<file path="config.mk">
export PLATFORM = sky130hd
export DESIGN_NAME = mlp_port
export DESIGN_NICKNAME = d
export VERILOG_FILES = /design/src/rtl/mlp_pkg.sv /design/src/rtl/mlp_port.sv /design/src/rtl/mlp_fifo.sv /design/src/rtl/mlp_split.sv
export SDC_FILE = /design/constraint.sdc
export NUM_CORES = 1
export LEC_CHECK = 0
export BUFFER_PORTS_ARGS = -buffer_cell sky130_fd_sc_hd__buf_2
export CORE_ASPECT_RATIO = 1.2
export CORE_UTILIZATION = 50
export DETAILED_ROUTE_END_ITERATION = 12
export GPL_ROUTABILITY_DRIVEN = 0
export MAX_ROUTING_LAYER = met4
export PLACE_DENSITY = 0.81
export SETUP_SLACK_MARGIN = 0.15
export SYNTH_ARGS = -nofsm -noshare
export SYNTH_HDL_FRONTEND = slang
export SYNTH_SLANG_ARGS = --single-unit
</file>
<file path="constraint.sdc">
create_clock -name clock -period 4.4 [get_ports clock]
set_input_delay 0.22 -clock clock [delete_from_list [all_inputs] [get_ports clock]]
set_output_delay 0.22 -clock clock [all_outputs]
set_load 0.02 [all_outputs]
</file>
<file path="src/rtl/mlp_pkg.sv">
// shared constants, types and helpers of the local request port
package mlp_pkg;

	localparam int DQ_W   = 16;           // memory data bus width
	localparam int LW_W   = 2 * DQ_W;     // local word, full rate
	localparam int LM_W   = LW_W / 8;     // local byte mask bits
	localparam int DM_W   = DQ_W / 8;     // memory data mask bits
	localparam int ADDR_W = 24;           // local word address
	localparam int RANK_W = 2;            // chip selects
	localparam int CNT_W  = 7;            // burst count width
	localparam int FIFO_DEPTH = 2;        // write word buffer

	localparam logic [CNT_W-1:0] BURST_MIN = 7'h01; // shortest burst
	localparam logic [CNT_W-1:0] BURST_MAX = 7'h40; // longest burst
	localparam logic             RST_READY = 1'b0;  // ready at reset
	localparam logic             RST_ACK   = 1'b0;  // ack at reset

	// command kinds handed to the controller
	typedef enum logic [1:0] {
		CMD_NONE    = 2'b00,
		CMD_READ    = 2'b01,
		CMD_WRITE   = 2'b10,
		CMD_REFRESH = 2'b11
	} mlp_cmd_e;

	// port sequencing states
	typedef enum logic [0:0] {
		ST_IDLE   = 1'b0,
		ST_WBURST = 1'b1
	} mlp_state_e;

	// one command towards the controller
	typedef struct packed {
		mlp_cmd_e          kind;    // what to do
		logic [ADDR_W-1:0] addr;    // start address
		logic [CNT_W-1:0]  count;   // beats
		logic [RANK_W-1:0] ranks;   // refresh targets
		logic              autopch; // auto-precharge wanted
	} mlp_cmd_s;

	// one local write word with its byte mask
	typedef struct packed {
		logic [LW_W-1:0] data;
		logic [LM_W-1:0] mask;
	} mlp_word_s;

	// one memory-side write beat
	typedef struct packed {
		logic [DQ_W-1:0] data;
		logic [DM_W-1:0] memory_data_mask;
	} mlp_beat_s;

	// active-high byte mask to active-low memory mask
	function automatic logic [DM_W-1:0] mlp_dm_of(input logic [DM_W-1:0] m);
		return ~m;
	endfunction

	// keep a burst count inside the supported range
	function automatic logic [CNT_W-1:0] mlp_len(input logic [CNT_W-1:0] c);
		if (c < BURST_MIN)
			return BURST_MIN;
		if (c > BURST_MAX)
			return BURST_MAX;
		return c;
	endfunction

endpackage

</file>
<file path="src/rtl/mlp_port.sv">
// local request port of the sdram controller: requests, writes, refresh
`timescale 1ns/1ps
`default_nettype none
module mlp_port
	import mlp_pkg::*;
(
	input  wire logic              clock,
	input  wire logic              rst,
	input  wire logic              ctrl_reset_n,
	input  wire logic              user_refresh_en,
	input  wire logic              write_req,
	input  wire logic              read_req,
	input  wire logic              burst_begin,
	input  wire logic [ADDR_W-1:0] address,
	input  wire logic [LW_W-1:0]   write_data,
	input  wire logic [LM_W-1:0]   write_byte_mask,
	input  wire logic [CNT_W-1:0]  burst_count,
	input  wire logic              auto_precharge_req,
	input  wire logic              refresh_req,
	input  wire logic [RANK_W-1:0] refresh_rank,
	output logic                   ready,
	output logic                   refresh_ack,
	output mlp_cmd_s               cmd,
	output logic                   cmd_valid,
	input  wire logic              cmd_ready,
	output mlp_beat_s              mem_beat,
	output logic                   mem_beat_valid,
	input  wire logic              mem_beat_ready
);

	// sequencing state
	mlp_state_e       state;          // idle or inside a write burst
	mlp_state_e       next_state;
	logic [CNT_W-1:0] left;           // write beats still owed
	logic [CNT_W-1:0] next_left;

	// command register
	mlp_cmd_s         next_cmd;
	logic             next_cmd_valid;

	// handshake outputs
	logic             next_ready;
	logic             next_ack;

	// decoded requests of this cycle
	logic             acc_wr;         // write beat taken
	logic             acc_rd;         // read request taken
	logic             rfsh_pend;      // usable refresh request
	logic             slot_free;      // command register free
	logic [CNT_W-1:0] len;            // burst length in range

	// write word path
	logic             wpush;          // push word into buffer
	mlp_word_s        wword;          // word and mask
	logic             wspace_next;    // buffer space next cycle
	logic             wfifo_ready;    // buffer can take now
	logic             wq_valid;       // buffer head valid
	mlp_word_s        wq_word;        // buffer head
	logic             wq_ready;       // splitter takes head
	logic [LW_W+LM_W-1:0] wq_bits;    // head as raw bits

	// transfers only count while ready is high
	assign acc_wr = ready && write_req;
	// a read colliding with a write is dropped
	assign acc_rd = ready && read_req && !write_req;

	// refresh needs enable and at least one rank
	assign rfsh_pend = user_refresh_en && refresh_req && (refresh_rank != '0);

	// command register empties this edge or is empty
	assign slot_free = !cmd_valid || cmd_ready;

	// count as captured on the first beat
	assign len = mlp_len(burst_count);

	// the mask rides only with write words
	assign wword.data = write_data;
	assign wword.mask = write_byte_mask;

	// head of the word buffer as a struct
	assign wq_word = mlp_word_s'(wq_bits);

	// next sequencing state and command
	always_comb begin
		next_state     = state;
		next_left      = left;
		next_cmd       = cmd;
		next_cmd_valid = cmd_valid;
		next_ack       = 1'b0;
		wpush          = 1'b0;
		// controller took the command
		if (cmd_valid && cmd_ready) begin
			next_cmd_valid = 1'b0;
		end
		unique case (state)
			ST_IDLE: begin
				if (acc_wr && burst_begin) begin
					// first beat of a write burst
					next_cmd.kind    = CMD_WRITE;
					next_cmd.addr    = address;
					next_cmd.count   = len;
					next_cmd.ranks   = '0;
					next_cmd.autopch = auto_precharge_req;
					next_cmd_valid   = 1'b1;
					wpush            = 1'b1;
					// more beats follow unless single
					if (len != BURST_MIN) begin
						next_state = ST_WBURST;
						next_left  = len - BURST_MIN;
					end
				end else if (acc_rd && burst_begin) begin
					// read start with its address
					next_cmd.kind    = CMD_READ;
					next_cmd.addr    = address;
					next_cmd.count   = len;
					next_cmd.ranks   = '0;
					next_cmd.autopch = auto_precharge_req;
					next_cmd_valid   = 1'b1;
				end else if (!ready && rfsh_pend && slot_free && ctrl_reset_n) begin
					// refresh served while ready is held low
					next_cmd.kind    = CMD_REFRESH;
					next_cmd.addr    = '0;
					next_cmd.count   = BURST_MIN;
					next_cmd.ranks   = refresh_rank;
					next_cmd.autopch = 1'b0;
					next_cmd_valid   = 1'b1;
					next_ack         = 1'b1;
				end
				// beats without burst begin are ignored
			end
			ST_WBURST: begin
				if (acc_wr) begin
					// later beat, burst begin ignored here
					wpush     = 1'b1;
					next_left = left - BURST_MIN;
					// last beat closes the burst
					if (left == BURST_MIN) begin
						next_state = ST_IDLE;
					end
				end
			end
		endcase
	end

	// ready for the coming cycle
	always_comb begin
		if (!ctrl_reset_n) begin
			// nothing taken under controller reset
			next_ready = 1'b0;
		end else if (next_state == ST_WBURST) begin
			// a running burst finishes before any refresh
			next_ready = wspace_next;
		end else begin
			// new request needs command slot and word space
			next_ready = !next_cmd_valid && wspace_next && !rfsh_pend;
		end
	end

	// register sequencing state and outputs
	always_ff @(posedge clock or posedge rst) begin
		if (rst) begin
			state       <= ST_IDLE;
			left        <= '0;
			cmd         <= '0;
			cmd_valid   <= 1'b0;
			ready       <= RST_READY;
			refresh_ack <= RST_ACK;
		end else begin
			state       <= next_state;
			left        <= next_left;
			cmd         <= next_cmd;
			cmd_valid   <= next_cmd_valid;
			ready       <= next_ready;
			refresh_ack <= next_ack;
		end
	end

	// two-entry word buffer; a memory stall backs up into ready
	mlp_fifo #(
		.WIDTH(LW_W + LM_W),
		.DEPTH(FIFO_DEPTH)
	) u_wfifo (
		.clock     (clock),
		.rst       (rst),
		.in_valid  (wpush),
		.in_data   (wword),
		.in_ready  (wfifo_ready),
		.space_next(wspace_next),
		.out_valid (wq_valid),
		.out_data  (wq_bits),
		.out_ready (wq_ready)
	);

	// word to memory beats
	mlp_split u_split (
		.clock     (clock),
		.rst       (rst),
		.word      (wq_word),
		.word_valid(wq_valid),
		.word_ready(wq_ready),
		.beat      (mem_beat),
		.beat_valid(mem_beat_valid),
		.beat_ready(mem_beat_ready)
	);

	// wfifo_ready is always high on a push, as ready
	// was raised only when space was assured
	// master owns the refresh schedule; no refresh is
	// made here on its own

endmodule
`default_nettype wire

</file>
<file path="src/rtl/mlp_fifo.sv">
// small flip-flop fifo with valid and ready on both sides
`timescale 1ns/1ps
`default_nettype none
module mlp_fifo
	import mlp_pkg::*;
#(
	parameter int WIDTH = 36,           // word width
	parameter int DEPTH = FIFO_DEPTH    // entries
) (
	input  wire logic             clock,
	input  wire logic             rst,
	input  wire logic             in_valid,
	input  wire logic [WIDTH-1:0] in_data,
	output logic                  in_ready,
	output logic                  space_next,
	output logic                  out_valid,
	output logic [WIDTH-1:0]      out_data,
	input  wire logic             out_ready
);

	localparam int PW = (DEPTH > 1) ? $clog2(DEPTH) : 1; // pointer bits
	localparam int CW = $clog2(DEPTH + 1);               // level bits
	localparam logic [CW-1:0] FULL = CW'(DEPTH);         // full level

	logic [WIDTH-1:0] mem      [DEPTH]; // storage
	logic [WIDTH-1:0] next_mem [DEPTH];
	logic [PW-1:0]    wp;               // write index
	logic [PW-1:0]    next_wp;
	logic [PW-1:0]    rp;               // read index
	logic [PW-1:0]    next_rp;
	logic [CW-1:0]    cnt;              // entries held
	logic [CW-1:0]    next_cnt;
	logic             push;
	logic             pop;

	// advance an index with wrap
	function automatic logic [PW-1:0] bump(input logic [PW-1:0] p);
		return (p == PW'(DEPTH - 1)) ? '0 : p + 1'b1;
	endfunction

	assign in_ready   = cnt < FULL;
	assign out_valid  = cnt != '0;
	assign out_data   = mem[rp];
	assign space_next = next_cnt < FULL;

	// next storage, indices and level
	always_comb begin
		next_mem = mem;
		next_wp  = wp;
		next_rp  = rp;
		next_cnt = cnt;
		push     = in_valid && in_ready;
		pop      = out_valid && out_ready;
		if (push) begin
			next_mem[wp] = in_data;
			next_wp      = bump(wp);
		end
		if (pop) begin
			next_rp = bump(rp);
		end
		if (push && !pop) begin
			next_cnt = cnt + 1'b1;
		end else if (pop && !push) begin
			next_cnt = cnt - 1'b1;
		end
	end

	// register state
	always_ff @(posedge clock or posedge rst) begin
		if (rst) begin
			for (int i = 0; i < DEPTH; i++) begin
				mem[i] <= '0;
			end
			wp  <= '0;
			rp  <= '0;
			cnt <= '0;
		end else begin
			mem <= next_mem;
			wp  <= next_wp;
			rp  <= next_rp;
			cnt <= next_cnt;
		end
	end

endmodule
`default_nettype wire

</file>
<file path="src/rtl/mlp_split.sv">
// splits a local write word into two memory beats, lower half first
`timescale 1ns/1ps
`default_nettype none
module mlp_split
	import mlp_pkg::*;
(
	input  wire logic      clock,
	input  wire logic      rst,
	input  wire mlp_word_s word,
	input  wire logic      word_valid,
	output logic           word_ready,
	output mlp_beat_s      beat,
	output logic           beat_valid,
	input  wire logic      beat_ready
);

	mlp_beat_s next_beat;
	logic      next_beat_valid;
	mlp_beat_s upper;           // second beat waiting
	mlp_beat_s next_upper;
	logic      upper_pend;      // second beat still owed
	logic      next_upper_pend;
	logic      free;            // beat register free this edge

	assign free       = !beat_valid || beat_ready;
	assign word_ready = free && !upper_pend;

	// next beat and held upper half
	always_comb begin
		next_beat       = beat;
		next_beat_valid = beat_valid;
		next_upper      = upper;
		next_upper_pend = upper_pend;
		if (free) begin
			next_beat_valid = 1'b0;
		end
		if (free && upper_pend) begin
			// second beat of the word
			next_beat       = upper;
			next_beat_valid = 1'b1;
			next_upper_pend = 1'b0;
		end else if (word_valid && word_ready) begin
			// lower half and lower mask bits go first
			next_beat.data             = word.data[DQ_W-1:0];
			next_beat.memory_data_mask = mlp_dm_of(word.mask[DM_W-1:0]);
			next_upper.data             = word.data[LW_W-1:DQ_W];
			next_upper.memory_data_mask = mlp_dm_of(word.mask[LM_W-1:DM_W]);
			next_beat_valid = 1'b1;
			next_upper_pend = 1'b1;
		end
	end

	// register beats
	always_ff @(posedge clock or posedge rst) begin
		if (rst) begin
			beat       <= '0;
			beat_valid <= 1'b0;
			upper      <= '0;
			upper_pend <= 1'b0;
		end else begin
			beat       <= next_beat;
			beat_valid <= next_beat_valid;
			upper      <= next_upper;
			upper_pend <= next_upper_pend;
		end
	end

endmodule
`default_nettype wire

</file>
==> out/summary.md <==
The run finished with clean final reports. Number of design-rule violations left by the first detailed-router iteration: 201. For the pin with the worst max-slew slack, the measured transition is 1.20 ns. The per-cell via count in the routed design is 5.62, and the basic-gate share of the synthesized area counting and, or, nand and nor cells is 6.58%.

The first detailed-routing pass took 4 iterations. The synthesized netlist devotes 11.4% of its cell area to compound gates. The clock tree synthesis step divided the H-tree into 4 levels.

In the layout the commonest cells are dfrtp_1 (160), buf_2 (137), mux2_2 (42), nand2_1 (33), a22o_1 (33). For this block, the via count after detailed routing is 4706. The slowest stage of the critical path is the nor2_1 cell.

The total number of yosys warnings is 0. By area, the combinational part of the netlist is dominated by multiplexers. The register-to-register setup slack came out at 1.53 ns. In this run the power density over the cells is 768 mW/mm^2. The number of buffers added by the clock tree synthesis step was 17. Clock-pin slew was measured on the worst setup and hold paths at 0.06 ns. In this run the static leakage power is 4.09 nW. The buffer count from post-CTS setup fixing was 0.

The total overflow reported by the global router is 0, and the average footprint of a synthesized cell is 13.3 um^2. DRC violation count after routing: 0. The root buffer cell chosen for the clock tree is clkbuf_16. After detailed routing, the total wire length is 14500 um. The tools report the worst slack at placement as 1.56 ns.

Derived from the worst setup path, the maximum achievable clock frequency is 348 MHz. Type of element capturing the critical path: a flop. The share of the Yosys chip area taken by registers is 57.6%.

The initial antenna violation count is 1. Pin placement for this block handled 138 I/O pins. The via count of the first global-routing pass is 4880. Summed over all nets, wire length on met2 after detailed routing comes to 7170 um. The worst setup path is launched from a flop. The fraction of synthesized area in multiplexers came out at 18.7%. The most common library cell in the layout ignoring fill and taps was dfrtp_1.

The peak per-stage delay on the critical path came out at 0.96 ns. The run gives 9940 um as the detailed-placement wirelength estimate. Count of cells along the worst hold path: 2. Setup repair after global routing left no endpoint under its margin.

After clock tree synthesis, the repair step resized 0 gates. The number of rows in the core area came out at 47. After detailed routing, the average wire length per cell comes to 17.3 um.

The share of synthesized registers carrying an async set or reset is 100%, and the share of the cycle needed by the critical path after routing is 65.3%. Die area: 0.0145 mm^2. The signal on the critical path passes through nor2b_1, or3_2, inv_1, nor2_1, a221o_1. The width of the die is 110 um. Once layout is done, the placed cells without fillers occupy 0.00831 mm^2. After detailed routing, the wire length on met1 is 6300 um. The synthesized design contains 0 enable-type register cells. Placed cell count: 807.

The logs give 51.1% for the starting density of the core and 527 for the synthesized instance count. Wire segments on met3 add up to 802 um in the final route. The placeable core area was 0.0137 mm^2. Worst setup path category: reg2reg.

IR analysis of the VDD net gives a maximum drop of 421 uV. The number of nets handed over by synthesis was 614. Remaining max-slew budget at the tightest pin: 19.8%. After synthesis the cells add up to 0.00700 mm^2.

The biggest fanout along the worst timing path is 58, and the TritonCTS sink count is 161. Signal routing reaches up to met4. The number of endpoints with negative hold slack in the final report is 0. STA puts the critical path data required time at 4.76 ns. The final critical delay including setup and external delays was 2.87 ns; the number of violations of the max-capacitance limit was 0.

The min-delay analysis places its worst path in the category in2reg. The post-route netlist has 37.1% of its cells at a drive strength greater than 1. TritonCTS built the clock tree. Once detail routing completed, the nets flagged for antenna violations numbered 0. Excluding fillers, the count of instances in the completed layout stands at 837. The later pin in the worst-skew pair is clocked with a latency of 0.43 ns. The number of distinct standard cells referenced by the synthesized netlist is 51. Xor and xnor area share after synthesis: 0.376%.

Hold repair after CTS inserted 0 buffers. The chip height was 132 um. The first global-routing pass estimated 23700 um of wire. The dominant register cell in the synthesized netlist is dfrtp_1. The worst path meets setup with 1.53 ns of slack.

The clock passes through at most 2 buffers. Clock skew after layout: 0.00767 ns. Setup total negative slack on the finished layout was measured at 0 ns. Of the total synthesized cell area, the portion taken by full adders, half adders and majority gates is 1.25%.

The tools report the number of pins with negative max-slew slack in the final report as 0. Global routing used 22.1% of the available tracks across all layers. The final layout contains 742 nets. The largest net degree at the start of global routing was 112. At the worst endpoint, the arrival time is 3.23 ns.

Total power for the finished layout comes to 6.38 mW. For the worst flop-to-flop path, the logic depth is 5. Input and output buffers added on the ports amount to 137. The layout overhead on the synthesized area is 18.8%. The synthesized flop and latch total came out at 161. The logs give 0.00773 mm^2 for the cell area after placement and 0 for the final setup violation count.
logic make-up (layout without fill, tap and decap cells):
| kind of cell | count (synthesis) | after routing |
|---|---|---|
| mux | 110 | 110 |
| flops | 161 | 161 |
| buf+inv | 49 | 187 |
| simple gates | 94 | 94 |
| xor+xnor | 3 | 3 |
| other cells | 0 | 1 |
| compound gates | 103 | 103 |
| fa+ha+maj | 7 | 7 |
flip-flops by register name (all words and copies together) (netlist names):
signal and cells:
left 7, ready 1, cmd 36, u_wfifo.rp 1, u_wfifo.wp 1, state 1
cmd_valid 1, u_split.upper 18, u_wfifo.cnt 2, u_split.beat 18, u_wfifo.mem 72, u_split.upper_pend 1
refresh_ack 1, u_split.beat_valid 1
worst paths after layout:
kind | from | end
max in group asynchronous | rst | u_wfifo.rp$_DFFE_PP0P_
min | address[12] | cmd[22]$_DFFE_PP0P_
min in group asynchronous | rst | left[5]$_DFFE_PP0P_
min reg2reg | u_wfifo.mem[37]$_DFFE_PP0P_ | u_wfifo.mem[37]$_DFFE_PP0P_
max reg2reg | u_split.beat_valid$_DFFE_PP0P_ | u_split.beat[5]$_DFFE_PP0P_
max | u_split.beat_valid$_DFFE_PP0P_ | u_split.beat[5]$_DFFE_PP0P_
through the flow:
stage / hold slack, ns / util, %
after detailed placement: 0.453 / 56.4
after global placement: 0.442 / 56.4
final: 0.0161 / 60.7
after floorplan: 0.326 / -
after CTS: 0.000514 / 60.6
after global routing: 0.00417 / 60.7
synth_stat cells (2+ instances only):
| library cell | count | area [um^2] |
|---|---|---|
| mux2i_1 | 32 | 320 |
| clkbuf_1 | 16 | 60.1 |
| nand2b_1 | 2 | 12.5 |
| buf_12 | 4 | 80.1 |
| nand4b_1 | 2 | 17.5 |
| nand4_1 | 2 | 12.5 |
| o21ai_0 | 27 | 135 |
| buf_2 | 8 | 40.0 |
| mux2_4 | 30 | 450 |
| nand2_1 | 33 | 124 |
| a21oi_1 | 5 | 25.0 |
| inv_1 | 15 | 56.3 |
| mux2_2 | 42 | 473 |
| nand3_1 | 3 | 15.0 |
| nor2_1 | 28 | 105 |
| nor2b_1 | 6 | 37.5 |
| dfrtp_1 | 161 | 4030 |
| a221o_1 | 21 | 210 |
| xnor2_1 | 3 | 26.3 |
| a22o_1 | 33 | 289 |
| buf_4 | 4 | 30.0 |
| a211oi_1 | 3 | 22.5 |
| nor3_1 | 2 | 10.0 |
| or3_1 | 3 | 18.8 |
| ha_1 | 7 | 87.6 |
| o31ai_1 | 2 | 15.0 |
| mux2_1 | 6 | 67.6 |
| nor4_1 | 4 | 25.0 |
routing by layer:
| layer | track usage, % | up-vias |
|---|---|---|
| li1 | - | 2168 |
| met5 | - | - |
| met4 | 8.52 | 0 |
| met3 | 5.31 | 24 |
| met1 | 26.8 | 2342 |
| met2 | 35.4 | 172 |
power breakdown:
group | internal, mW | switching [mW]
clock | 0.914 | 0.551
sequential | 2.19 | 0.478
combinational | 1.10 | 1.15
area by class of cell:
type / instances / area, um^2
diodes: 1 / 2.50
inverters: 16 / 65.1
clock inverters: 5 / 106
multi-input cells: 317 / 2690
clock buffers: 24 / 472
flip-flops and latches: 161 / 4030
repair buffers: 142 / 736
well taps: 171 / 214
fillers: 1060 / 5390
worst max-delay path, delay by kind of cell (launching register included):
kind	cells	cell delay [ns]
buffers and inverters	1	0.17
AOI/OAI and AO/OA	1	0.31
and+or+nand+nor	3	1.97
DFF	1	0.35
(Power assumes the default switching activity.)
